<file path="config.mk">
export PLATFORM = sky130hd
export DESIGN_NAME = tcic_timer_flat
export DESIGN_NICKNAME = d
export VERILOG_FILES = /design/src/tcic_pkg.sv /design/src/tcic_if.sv /design/src/tcic_timer.sv /design/src/flat_wrapper.sv
export SDC_FILE = /design/constraint.sdc
export NUM_CORES = 1
export LEC_CHECK = 0
export BUFFER_PORTS_ARGS = -buffer_cell sky130_fd_sc_hd__buf_2
export CAP_MARGIN = 20
export CORE_ASPECT_RATIO = 0.5
export CORE_UTILIZATION = 27
export CTS_BUF_LIST = sky130_fd_sc_hd__clkbuf_16
export DETAILED_ROUTE_END_ITERATION = 10
export HOLD_SLACK_MARGIN = 0.05
export PLACE_DENSITY = 0.44
export SLEW_MARGIN = 20
export SYNTH_ARGS = -nofsm -noshare
export SYNTH_HDL_FRONTEND = slang
export SYNTH_SLANG_ARGS = --single-unit
</file>
<file path="constraint.sdc">
create_clock -name sys_clk -period 6.6 [get_ports sys_clk]
set_clock_uncertainty 0.2 [all_clocks]
set_input_delay 0.99 -clock sys_clk [delete_from_list [all_inputs] [get_ports sys_clk]]
set_output_delay 0.99 -clock sys_clk [all_outputs]
set_load 0.05 [all_outputs]
</file>
<file path="src/tcic_pkg.sv">
// Purpose: Shared constants for the 16-bit timer counter and input capture unit.
// Assumes: An 8-bit I/O bus with a 4-bit location index.
// Notes: Location indices and bit positions are shared by both ends.
package tcic_pkg;
    // I/O location indices.
    localparam logic [3:0] ADDR_CTRL_A = 4'h0;
    localparam logic [3:0] ADDR_CTRL_B = 4'h1;
    localparam logic [3:0] ADDR_CNT_LO = 4'h2;
    localparam logic [3:0] ADDR_CNT_HI = 4'h3;
    localparam logic [3:0] ADDR_CAP_LO = 4'h4;
    localparam logic [3:0] ADDR_CAP_HI = 4'h5;
    localparam logic [3:0] ADDR_FLAGS = 4'h6;
    localparam logic [3:0] ADDR_MASK = 4'h7;
    localparam logic [3:0] ADDR_CMP_CS = 4'h8;
    // Field positions.
    localparam int CTRL_B_NOISE_BIT = 7;
    localparam int CTRL_B_EDGE_BIT = 6;
    localparam int CTRL_B_WGM_LSB = 3;
    localparam int FLAG_CAP_BIT = 5;
    localparam int FLAG_OVF_BIT = 2;
    localparam int CMP_OUT_BIT = 5;
    localparam int CMP_CAP_SEL_BIT = 2;
    // Values after reset.
    localparam logic [7:0] CTRL_RESET = 8'h00;
    localparam logic [15:0] COUNT_RESET = 16'h0000;
    // Counter extremes and fixed tops.
    localparam logic [15:0] COUNT_BOTTOM = 16'h0000;
    localparam logic [15:0] COUNT_MAX = 16'hffff;
    localparam logic [15:0] TOP_8BIT = 16'h00ff;
    localparam logic [15:0] TOP_9BIT = 16'h01ff;
    localparam logic [15:0] TOP_10BIT = 16'h03ff;
    // Clock select codes.
    localparam logic [2:0] CS_STOP = 3'h0;
    localparam logic [2:0] CS_DIV1 = 3'h1;
    localparam logic [2:0] CS_DIV8 = 3'h2;
    localparam logic [2:0] CS_DIV64 = 3'h3;
    localparam logic [2:0] CS_DIV256 = 3'h4;
    localparam logic [2:0] CS_DIV1024 = 3'h5;
    localparam logic [2:0] CS_EXT_FALL = 3'h6;
    localparam logic [2:0] CS_EXT_RISE = 3'h7;
    // Noise filter depth in system clock cycles.
    localparam int NOISE_SAMPLES = 4;
    localparam int PRESCALE_WIDTH = 10;
endpackage

</file>
<file path="src/tcic_if.sv">
// Purpose: Byte-wide I/O bus and interrupt lines between the CPU and the timer.
// Assumes: All signals are synchronous to one system clock.
// Notes: Read data appears one cycle after the read strobe.
`timescale 1ns/1ps
interface tcic_if;
    logic [3:0] io_addr;
    logic [7:0] io_wdata;
    logic io_we;
    logic io_re;
    logic [7:0] io_rdata;
    logic cap_irq;
    logic ovf_irq;
    logic cap_ack;
    logic ovf_ack;
    modport dev (input io_addr, input io_wdata, input io_we, input io_re, output io_rdata,
                 output cap_irq, output ovf_irq, input cap_ack, input ovf_ack);
    modport host (output io_addr, output io_wdata, output io_we, output io_re, input io_rdata,
                  input cap_irq, input ovf_irq, output cap_ack, output ovf_ack);
endinterface

</file>
<file path="src/tcic_timer.sv">
// Purpose: Counter unit and input capture unit of a 16-bit timer on an 8-bit bus.
// Assumes: Pins are synchronous to sys_clk; the CPU keeps wide accesses atomic.
// Notes: Output compare units are absent, so tops taken from them read as 0xffff.
//
// Operation
// - Shared upper byte may be reused, atomically.
// - Clock-select zero stops the counter.
// - 16-bit counter counts up, down, or clears.
// - Upper-byte location reaches the holding register.
// - Lower read latches upper; lower write loads.
// - Counter accessible whether or not running.
// - CPU write beats count or clear.
// - Four-bit mode field sets the sequence.
// - Overflow flag set per mode, raises interrupt.
// - Selected edge copies counter into capture.
// - Capture flag set with copy; interrupt enable.
// - Capture flag cleared by service or one.
// - Capture lower read first latches upper.
// - Capture writable only in capture-top modes.
// - Comparator select bit chooses trigger source.
// - Filter output changes after four equal samples.
// - Filter enable bit; four cycles added.
// - Capture inputs off in capture-top modes.
// - Software-driven pin captures like external.
// - New capture overwrites unread capture value.
// - Edge reversal and flag clear are software's.
// - Bottom is 0x0000, maximum 0xffff.
// - Lower write loads both bytes together.
`timescale 1ns/1ps
module tcic_timer import tcic_pkg::*; (
    // Clock and reset
    input wire logic sys_clk,
    input wire logic sys_rst,
    // CPU side
    tcic_if.dev bus,
    // Pins
    input wire logic capture_pin,
    input wire logic comparator_output,
    input wire logic ext_clk_pin
);

    ////////////////////////////////////////////////////////////////////////////////
    // Mode decoding.

    function automatic logic icr_is_top(input logic [3:0] m);
        icr_is_top = (m == 4'h8) || (m == 4'ha) || (m == 4'hc) || (m == 4'he);
    endfunction

    function automatic logic dual_slope(input logic [3:0] m);
        dual_slope = (m == 4'h1) || (m == 4'h2) || (m == 4'h3) || (m >= 4'h8 && m <= 4'hb);
    endfunction

    function automatic logic [15:0] mode_top(input logic [3:0] m, input logic [15:0] icr);
        case (m[1:0])
            2'h1: mode_top = TOP_8BIT;
            2'h2: mode_top = TOP_9BIT;
            2'h3: mode_top = TOP_10BIT;
            default: mode_top = COUNT_MAX;
        endcase
        if (m[3] || m == 4'h4) begin
            mode_top = icr_is_top(m) ? icr : COUNT_MAX;
        end
    endfunction

    ////////////////////////////////////////////////////////////////////////////////
    // Registers.

    logic [7:0] ctrl_a_reg;
    logic [7:0] ctrl_b_reg;
    logic [15:0] count_value_reg;
    logic [15:0] capture_value_reg;
    logic [7:0] temp_reg;
    logic capture_flag_reg;
    logic overflow_flag_reg;
    logic capture_irq_enable_reg;
    logic overflow_irq_enable_reg;
    logic comparator_capture_select_reg;
    logic count_down_reg;
    logic [PRESCALE_WIDTH-1:0] prescale_reg;
    logic ext_prev_reg;
    logic src_sample_reg;
    logic [NOISE_SAMPLES-2:0] noise_hist_reg;
    logic filtered_reg;
    logic edge_prev_reg;
    logic [7:0] rdata_reg;
    logic cap_irq_reg;
    logic ovf_irq_reg;

    ////////////////////////////////////////////////////////////////////////////////
    // Decoding and selection.

    wire logic [2:0] clock_select_field = ctrl_b_reg[2:0];
    wire logic [3:0] waveform_mode_field = {ctrl_b_reg[CTRL_B_WGM_LSB+1:CTRL_B_WGM_LSB], ctrl_a_reg[1:0]};
    wire logic noise_filter_enable = ctrl_b_reg[CTRL_B_NOISE_BIT];
    wire logic capture_rising = ctrl_b_reg[CTRL_B_EDGE_BIT];
    wire logic [15:0] top_value = mode_top(waveform_mode_field, capture_value_reg);
    wire logic icr_top_mode = icr_is_top(waveform_mode_field);
    wire logic is_dual = dual_slope(waveform_mode_field);
    wire logic ctc_mode = (waveform_mode_field == 4'h4) || (waveform_mode_field == 4'hc);

    wire logic wr_ctrl_a = bus.io_we && bus.io_addr == ADDR_CTRL_A;
    wire logic wr_ctrl_b = bus.io_we && bus.io_addr == ADDR_CTRL_B;
    wire logic wr_cnt_lo = bus.io_we && bus.io_addr == ADDR_CNT_LO;
    wire logic wr_cap_lo = bus.io_we && bus.io_addr == ADDR_CAP_LO && icr_top_mode;
    wire logic wr_hi = bus.io_we && (bus.io_addr == ADDR_CNT_HI || bus.io_addr == ADDR_CAP_HI);
    wire logic wr_flags = bus.io_we && bus.io_addr == ADDR_FLAGS;
    wire logic wr_mask = bus.io_we && bus.io_addr == ADDR_MASK;
    wire logic wr_cmp = bus.io_we && bus.io_addr == ADDR_CMP_CS;
    wire logic rd_cnt_lo = bus.io_re && bus.io_addr == ADDR_CNT_LO;
    wire logic rd_cap_lo = bus.io_re && bus.io_addr == ADDR_CAP_LO;

    // Timer clock: a one-cycle enable from the prescaler or the external pin.
    wire logic ext_fall = ext_prev_reg && !ext_clk_pin;
    wire logic ext_rise = !ext_prev_reg && ext_clk_pin;
    logic timer_clock;
    always_comb begin
        case (clock_select_field)
            CS_DIV1: timer_clock = 1'b1;
            CS_DIV8: timer_clock = &prescale_reg[2:0];
            CS_DIV64: timer_clock = &prescale_reg[5:0];
            CS_DIV256: timer_clock = &prescale_reg[7:0];
            CS_DIV1024: timer_clock = &prescale_reg[9:0];
            CS_EXT_FALL: timer_clock = ext_fall;
            CS_EXT_RISE: timer_clock = ext_rise;
            default: timer_clock = 1'b0;
        endcase
    end

    // Counter sequence.
    wire logic at_top = count_value_reg == top_value;
    wire logic at_bottom = count_value_reg == COUNT_BOTTOM;
    wire logic at_max = count_value_reg == COUNT_MAX;
    wire logic turn_down = is_dual && !count_down_reg && at_top;
    wire logic turn_up = is_dual && count_down_reg && at_bottom;
    wire logic going_down = is_dual && (turn_down || (count_down_reg && !turn_up));
    wire logic clear_now = !is_dual && (at_top || at_max);
    logic [15:0] count_step;
    always_comb begin
        if (clear_now) begin
            count_step = COUNT_BOTTOM;
        end else if (going_down) begin
            count_step = count_value_reg - 16'h0001;
        end else begin
            count_step = count_value_reg + 16'h0001;
        end
    end
    // Normal and CTC flag at MAX, fast PWM at TOP, dual slope at BOTTOM.
    wire logic ovf_event = timer_clock && (is_dual ? turn_up : (ctc_mode ? at_max : at_top));

    // Capture source, filter and edge detector.
    wire logic capture_source = comparator_capture_select_reg ? comparator_output : capture_pin;
    wire logic hist_all_high = &{noise_hist_reg, src_sample_reg};
    wire logic hist_all_low = ~|{noise_hist_reg, src_sample_reg};
    wire logic filter_in = noise_filter_enable ? filtered_reg : src_sample_reg;
    wire logic edge_seen = capture_rising ? (filter_in && !edge_prev_reg) : (!filter_in && edge_prev_reg);
    wire logic capture_event = edge_seen && !icr_top_mode;

    wire logic cap_clear = bus.cap_ack || (wr_flags && bus.io_wdata[FLAG_CAP_BIT]);
    wire logic ovf_clear = bus.ovf_ack || (wr_flags && bus.io_wdata[FLAG_OVF_BIT]);

    logic [7:0] rdata_next;
    always_comb begin
        case (bus.io_addr)
            ADDR_CTRL_A: rdata_next = ctrl_a_reg;
            ADDR_CTRL_B: rdata_next = ctrl_b_reg;
            ADDR_CNT_LO: rdata_next = count_value_reg[7:0];
            ADDR_CAP_LO: rdata_next = capture_value_reg[7:0];
            ADDR_CNT_HI, ADDR_CAP_HI: rdata_next = temp_reg;
            ADDR_FLAGS: rdata_next = 8'(capture_flag_reg) << FLAG_CAP_BIT | 8'(overflow_flag_reg) << FLAG_OVF_BIT;
            ADDR_MASK: rdata_next = 8'(capture_irq_enable_reg) << FLAG_CAP_BIT
                                    | 8'(overflow_irq_enable_reg) << FLAG_OVF_BIT;
            ADDR_CMP_CS: rdata_next = 8'(comparator_output) << CMP_OUT_BIT
                                      | 8'(comparator_capture_select_reg) << CMP_CAP_SEL_BIT;
            default: rdata_next = 8'h00;
        endcase
    end

    ////////////////////////////////////////////////////////////////////////////////
    // Control and bus registers.

    always_ff @(posedge sys_clk) begin
        if (sys_rst) begin
            ctrl_a_reg <= CTRL_RESET;
            ctrl_b_reg <= CTRL_RESET;
            capture_irq_enable_reg <= 1'b0;
            overflow_irq_enable_reg <= 1'b0;
            comparator_capture_select_reg <= 1'b0;
            rdata_reg <= 8'h00;
        end else begin
            if (wr_ctrl_a) ctrl_a_reg <= bus.io_wdata;
            if (wr_ctrl_b) ctrl_b_reg <= bus.io_wdata;
            if (wr_mask) capture_irq_enable_reg <= bus.io_wdata[FLAG_CAP_BIT];
            if (wr_mask) overflow_irq_enable_reg <= bus.io_wdata[FLAG_OVF_BIT];
            if (wr_cmp) comparator_capture_select_reg <= bus.io_wdata[CMP_CAP_SEL_BIT];
            if (bus.io_re) rdata_reg <= rdata_next;
        end
    end

    // One holding register serves every wide location, so an interrupt handler that
    // touches another wide register between two byte accesses corrupts the first.
    always_ff @(posedge sys_clk) begin
        if (sys_rst) begin
            temp_reg <= 8'h00;
        end else if (wr_hi) begin
            temp_reg <= bus.io_wdata;
        end else if (rd_cnt_lo) begin
            temp_reg <= count_value_reg[15:8];
        end else if (rd_cap_lo) begin
            temp_reg <= capture_value_reg[15:8];
        end
    end

    ////////////////////////////////////////////////////////////////////////////////
    // Counter and prescaler.

    always_ff @(posedge sys_clk) begin
        if (sys_rst) begin
            count_value_reg <= COUNT_RESET;
            count_down_reg <= 1'b0;
            prescale_reg <= '0;
            ext_prev_reg <= 1'b0;
        end else begin
            prescale_reg <= prescale_reg + 1'b1;
            ext_prev_reg <= ext_clk_pin;
            if (wr_cnt_lo) begin
                count_value_reg <= {temp_reg, bus.io_wdata};
            end else if (timer_clock) begin
                count_value_reg <= count_step;
            end
            if (!is_dual) begin
                count_down_reg <= 1'b0;
            end else if (timer_clock) begin
                count_down_reg <= going_down;
            end
        end
    end

    ////////////////////////////////////////////////////////////////////////////////
    // Input capture.

    always_ff @(posedge sys_clk) begin
        if (sys_rst) begin
            src_sample_reg <= 1'b0;
            noise_hist_reg <= '0;
            filtered_reg <= 1'b0;
            edge_prev_reg <= 1'b0;
            capture_value_reg <= COUNT_RESET;
        end else begin
            src_sample_reg <= capture_source;
            noise_hist_reg <= {noise_hist_reg[NOISE_SAMPLES-3:0], src_sample_reg};
            if (hist_all_high) filtered_reg <= 1'b1;
            if (hist_all_low) filtered_reg <= 1'b0;
            edge_prev_reg <= filter_in;
            if (wr_cap_lo) begin
                capture_value_reg <= {temp_reg, bus.io_wdata};
            end else if (capture_event) begin
                capture_value_reg <= count_value_reg;
            end
        end
    end

    // A set in the same cycle as a clear wins, so no event is lost.
    always_ff @(posedge sys_clk) begin
        if (sys_rst) begin
            capture_flag_reg <= 1'b0;
            overflow_flag_reg <= 1'b0;
            cap_irq_reg <= 1'b0;
            ovf_irq_reg <= 1'b0;
        end else begin
            if (capture_event) begin
                capture_flag_reg <= 1'b1;
            end else if (cap_clear) begin
                capture_flag_reg <= 1'b0;
            end
            if (ovf_event) begin
                overflow_flag_reg <= 1'b1;
            end else if (ovf_clear) begin
                overflow_flag_reg <= 1'b0;
            end
            cap_irq_reg <= (capture_event || (capture_flag_reg && !cap_clear)) && capture_irq_enable_reg;
            ovf_irq_reg <= (ovf_event || (overflow_flag_reg && !ovf_clear)) && overflow_irq_enable_reg;
        end
    end

    assign bus.io_rdata = rdata_reg;
    assign bus.cap_irq = cap_irq_reg;
    assign bus.ovf_irq = ovf_irq_reg;

endmodule

</file>
<file path="src/flat_wrapper.sv">
// flat-port wrapper written by rule: the top's interface ports become plain ports
module tcic_timer_flat import tcic_pkg::*;
  (sys_clk, sys_rst, capture_pin, comparator_output, ext_clk_pin, bus_io_addr, bus_io_wdata, bus_io_we, bus_io_re, bus_io_rdata, bus_cap_irq, bus_ovf_irq, bus_cap_ack, bus_ovf_ack);
  tcic_if bus_i ();
  input wire logic sys_clk;
  input wire logic sys_rst;
  input wire logic capture_pin;
  input wire logic comparator_output;
  input wire logic ext_clk_pin;
  input wire logic [$bits(bus_i.io_addr)-1:0] bus_io_addr;
  input wire logic [$bits(bus_i.io_wdata)-1:0] bus_io_wdata;
  input wire logic [$bits(bus_i.io_we)-1:0] bus_io_we;
  input wire logic [$bits(bus_i.io_re)-1:0] bus_io_re;
  output wire logic [$bits(bus_i.io_rdata)-1:0] bus_io_rdata;
  output wire logic [$bits(bus_i.cap_irq)-1:0] bus_cap_irq;
  output wire logic [$bits(bus_i.ovf_irq)-1:0] bus_ovf_irq;
  input wire logic [$bits(bus_i.cap_ack)-1:0] bus_cap_ack;
  input wire logic [$bits(bus_i.ovf_ack)-1:0] bus_ovf_ack;
  assign bus_i.io_addr = bus_io_addr;
  assign bus_i.io_wdata = bus_io_wdata;
  assign bus_i.io_we = bus_io_we;
  assign bus_i.io_re = bus_io_re;
  assign bus_io_rdata = bus_i.io_rdata;
  assign bus_cap_irq = bus_i.cap_irq;
  assign bus_ovf_irq = bus_i.ovf_irq;
  assign bus_i.cap_ack = bus_cap_ack;
  assign bus_i.ovf_ack = bus_ovf_ack;
  tcic_timer u_core (.sys_clk(sys_clk), .sys_rst(sys_rst), .bus(bus_i), .capture_pin(capture_pin), .comparator_output(comparator_output), .ext_clk_pin(ext_clk_pin));
endmodule
</file>
==> parameters.txt <==
Parameter                              Value

Synthesis
  Library cells used by synthesis ... 60
  Fraction of the mapped netlist area in simple logic gates ... 0.241
  Multiplexer share of the synthesized area ... 0.107
  Xor and xnor fraction of the mapped netlist area ... 0.0372
  Primary flip-flop cell chosen by synthesis mapping ... dfxtp_1
  Combinational family with the most area after synthesis ... simple AND/OR/NAND/NOR gates
  Synthesis Warnings ... 0
  Post-synth design cell area ... 5420 um2
  Adder-cell share of the synthesized area ... 0.0522
  Number of nets in the synthesized netlist ... 711
  Number of register bits inferred by synthesis ... 89
  Post-Syn Instances ... 668
  Number of enable-type register cells in the synthesized netlist ... 0
  Syn avg cell area ... 8.11 um2
  Async set or reset register ratio after synthesis ... 0
  Sequential-to-total area share from yosys stat ... 0.329
  Complex-gate fraction of the synthesized area ... 0.198

Clocking
  Post-CTS Hold Fix Bufs ... 0
  Clock root buffer ... clkbuf_16
  Buffer depth of the longest clock path ... 2
  Insertion delay to the later sink of the worst-skew pair ... 340 ps
  Post-CTS Setup Bufs ... 0
  Clock slew seen by the registers of the worst setup and hold paths ... 70 ps
  TritonCTS Sinks ... 89
  Clock H-tree levels ... 3
  TritonCTS clock tree ... built
  Number of gates resized after cts ... 0
  Total clock buffers created by CTS ... 9

STA
  Hold violation count in the final report ... 0
  RSZ-0062 raised after global routing ... no
  Max-slew violation count ... 0
  Max Fclk ... 0.182 GHz
  Fin crit period ... 5490 ps
  Number of setup violations in the final report ... 0
  Sum of negative setup slack ... 0 ps
  Share of the clock period used by the worst path ... 0.832
  Worst-Margin Slew ... 1030 ps
  Worst slew margin ... 0.309

Pwr
  Relative contribution of combinational cells to total power ... 0.072
  Power density over cell area ... 193 nW/um2
  Worst IR drop on VDD ... 0.134 mV
  Reported leakage power ... 2.57 nW
  Cell internal pwr ... 869 uW
  Register share of total power ... 0.472
  Sw Ratio ... 0.260
  Power spent charging and discharging nets ... 305 uW
  Proportion of power drawn by the clock network ... 0.456

Setup path
  Library cell contributing the largest single delay on the critical path ... o21ai_2
  Cell family with most CP delay ... compound AO/OA/AOI/OAI gates
  Critical path cell sequence ... inv_1 -> ha_1 -> o21ai_2 -> o21a_1 -> o22ai_1 -> or4_1 -> nor4_4 -> and2_1 -> nor2_1 -> nor2_1 -> buf_4 -> ha_1 -> o21ai_0 -> o21a_1 -> or2_2 -> a21oi_1 -> nand4_1 -> a21oi_1 -> and3b_1 -> o32ai_1
  Worst setup path category ... flop to flop
  Required time of the worst setup path ... 6650 ps
  Bufs and invs on worst path ... 2
  Worst path arrival time ... 5540 ps
  Worst setup SP type ... flop
  Kind of capture point of the worst setup path ... flop
  Worst Path Max Fanout ... 26
  Longest individual stage delay on the worst path ... 780 ps

Floorplan
  Starting density of the core ... 0.277
  Die Outline Area ... 20700 um2
  Boundary pin count ... 31
  Overall die width ... 202 um
  Standard-cell rows ... 36
  Die outline height ... 102 um
  Core box area ... 19500 um2

Placement
  Half-perimeter wire length of the detailed placement result ... 12.0 mm
  Final GP Congestion ... 0.835
  Port Buf Inserts ... 30
  Placed instance count ... 929

Run status
  Run status ... finished clean

Global route
  Maximum number of pins on one net before global-route repair ... 60
  Vias in the first global route ... 4655
  Number of antenna violations at the first check in global routing ... 0
  GRT Residual Overflow ... 0
  First-pass GRT wire length ... 26.9 mm
  Overall track demand over capacity in global routing ... 0.169

Cells and area
  Most frequent cells in the layout ... nor2_1, dfxtp_1, mux2i_1
  Count of nets after finishing ... 717
  Layout area overhead ... 12.5%
  Final-layout fill cell count ... 2072
  ANT cells ... 0
  Ratio of cells with drive above 1 in the final layout ... 0.0987
  Final standard cell count with taps included and fillers excluded ... 945
  Most common cell after layout, fill and taps aside ... nor2_1
  Final Util ... 0.312

Route
  Drt via density ... 5.21
  First DRT Iteration DRCs ... 283
  Number of remaining DRC errors ... 0
  Routed WL per cell ... 17.7 um
  Via count ... 4928
  Antenna Nets Post-Route ... 0
  Post-Route WL ... 16.8 mm
  Pre-antenna DRT Iters ... 5

Min path
  Type of the worst min-delay path ... flop to flop

Job
  Max_cap viols ... 0
==> stage by stage <==
step	cell area (um2)	setup WS, ps	total power, mW	hold WS [ps]
floorplan	5420	1560	0.617	213
global placement	5790	1260	0.651	224
detailed placement	5790	1150	0.651	231
CTS	6090	1120	1.19	243
global route	6090	711	1.22	288
finish	6090	1110	1.17	245
==> final timing paths <==
| path | start | endpoint | slack [ps] | cells past startpoint |
|---|---|---|---|---|
| min | u_core.prescale_reg[0] | u_core.prescale_reg[0] | 250 | 1 |
| min reg2reg | u_core.prescale_reg[0] | u_core.prescale_reg[0] | 250 | 1 |
| max reg2reg | u_core.ctrl_a_reg[0] | u_core.count_value_reg[15] | 1110 | 20 |
| max | u_core.ctrl_a_reg[0] | u_core.count_value_reg[15] | 1110 | 20 |
==> layer usage <==
metal  global-route usage  wire length [um]  vias to the layer above  share of wire
met5                    0                 0                        -              0
met4               0.0359               142                        0         0.0085
met3               0.0261               584                       14          0.035
met2                0.263              7110                       86           0.42
met1                0.245              8910                     2379           0.53
li1                     -                 -                     2449              -
==> synthesized netlist by cell type (4+ instances only) <==
cell | number | area [um2]
a211o_1 | 4 | 35.0
a211oi_1 | 20 | 150
a21o_1 | 5 | 37.5
a21oi_1 | 43 | 215
a221oi_1 | 14 | 123
a22oi_1 | 7 | 52.6
a31oi_1 | 12 | 75.1
and2_1 | 7 | 43.8
and3_1 | 12 | 75.1
buf_1 | 5 | 18.8
clkbuf_1 | 31 | 116
dfxtp_1 | 89 | 1780
ha_1 | 21 | 263
inv_1 | 8 | 30.0
mux2i_1 | 57 | 571
nand2_1 | 36 | 135
nand2b_1 | 7 | 43.8
nand3_1 | 25 | 125
nand3b_1 | 5 | 37.5
nand4_1 | 7 | 43.8
nor2_1 | 107 | 402
nor2b_1 | 19 | 119
nor3_1 | 14 | 70.1
nor4_1 | 5 | 31.3
o21a_1 | 6 | 45.0
o21ai_0 | 22 | 110
o22ai_1 | 10 | 62.6
or2_2 | 6 | 37.5
xnor2_1 | 5 | 43.8
xor2_1 | 18 | 158
==> cell families (layout without fill, tap and decap cells) <==
family                     count (synthesis)  in the layout
muxes                                     58             58
xor gates and xnor gates                  23             23
adders and majority gates                 22             22
and+or+nand+nor                          266            266
DFF                                       89             89
AOI/OAI and AO/OA                        161            161
buffers and inverters                     49             60
==> power groups by stage <==
| stage | clock, mW | sequential, mW | combinational (mW) |
|---|---|---|---|
| floorplan | 0 | 0.562 | 0.0557 |
| detailed placement | 0 | 0.566 | 0.0852 |
| global placement | 0 | 0.566 | 0.0850 |
| global route | 0.574 | 0.555 | 0.0935 |
| CTS | 0.548 | 0.553 | 0.0855 |
| finish | 0.535 | 0.554 | 0.0850 |
==> layout make-up <==
type                    count  area (um2)  share of cell area
clock buffers               9         225              0.0370
clock inverters             7        76.3              0.0125
inverters                   9        33.8             0.00554
multi-input cells         530        3460               0.567
flip-flops and latches     89        1780               0.292
well taps                 266         333              0.0546
repair buffers             35         188              0.0308
(Power assumes the default switching activity.)
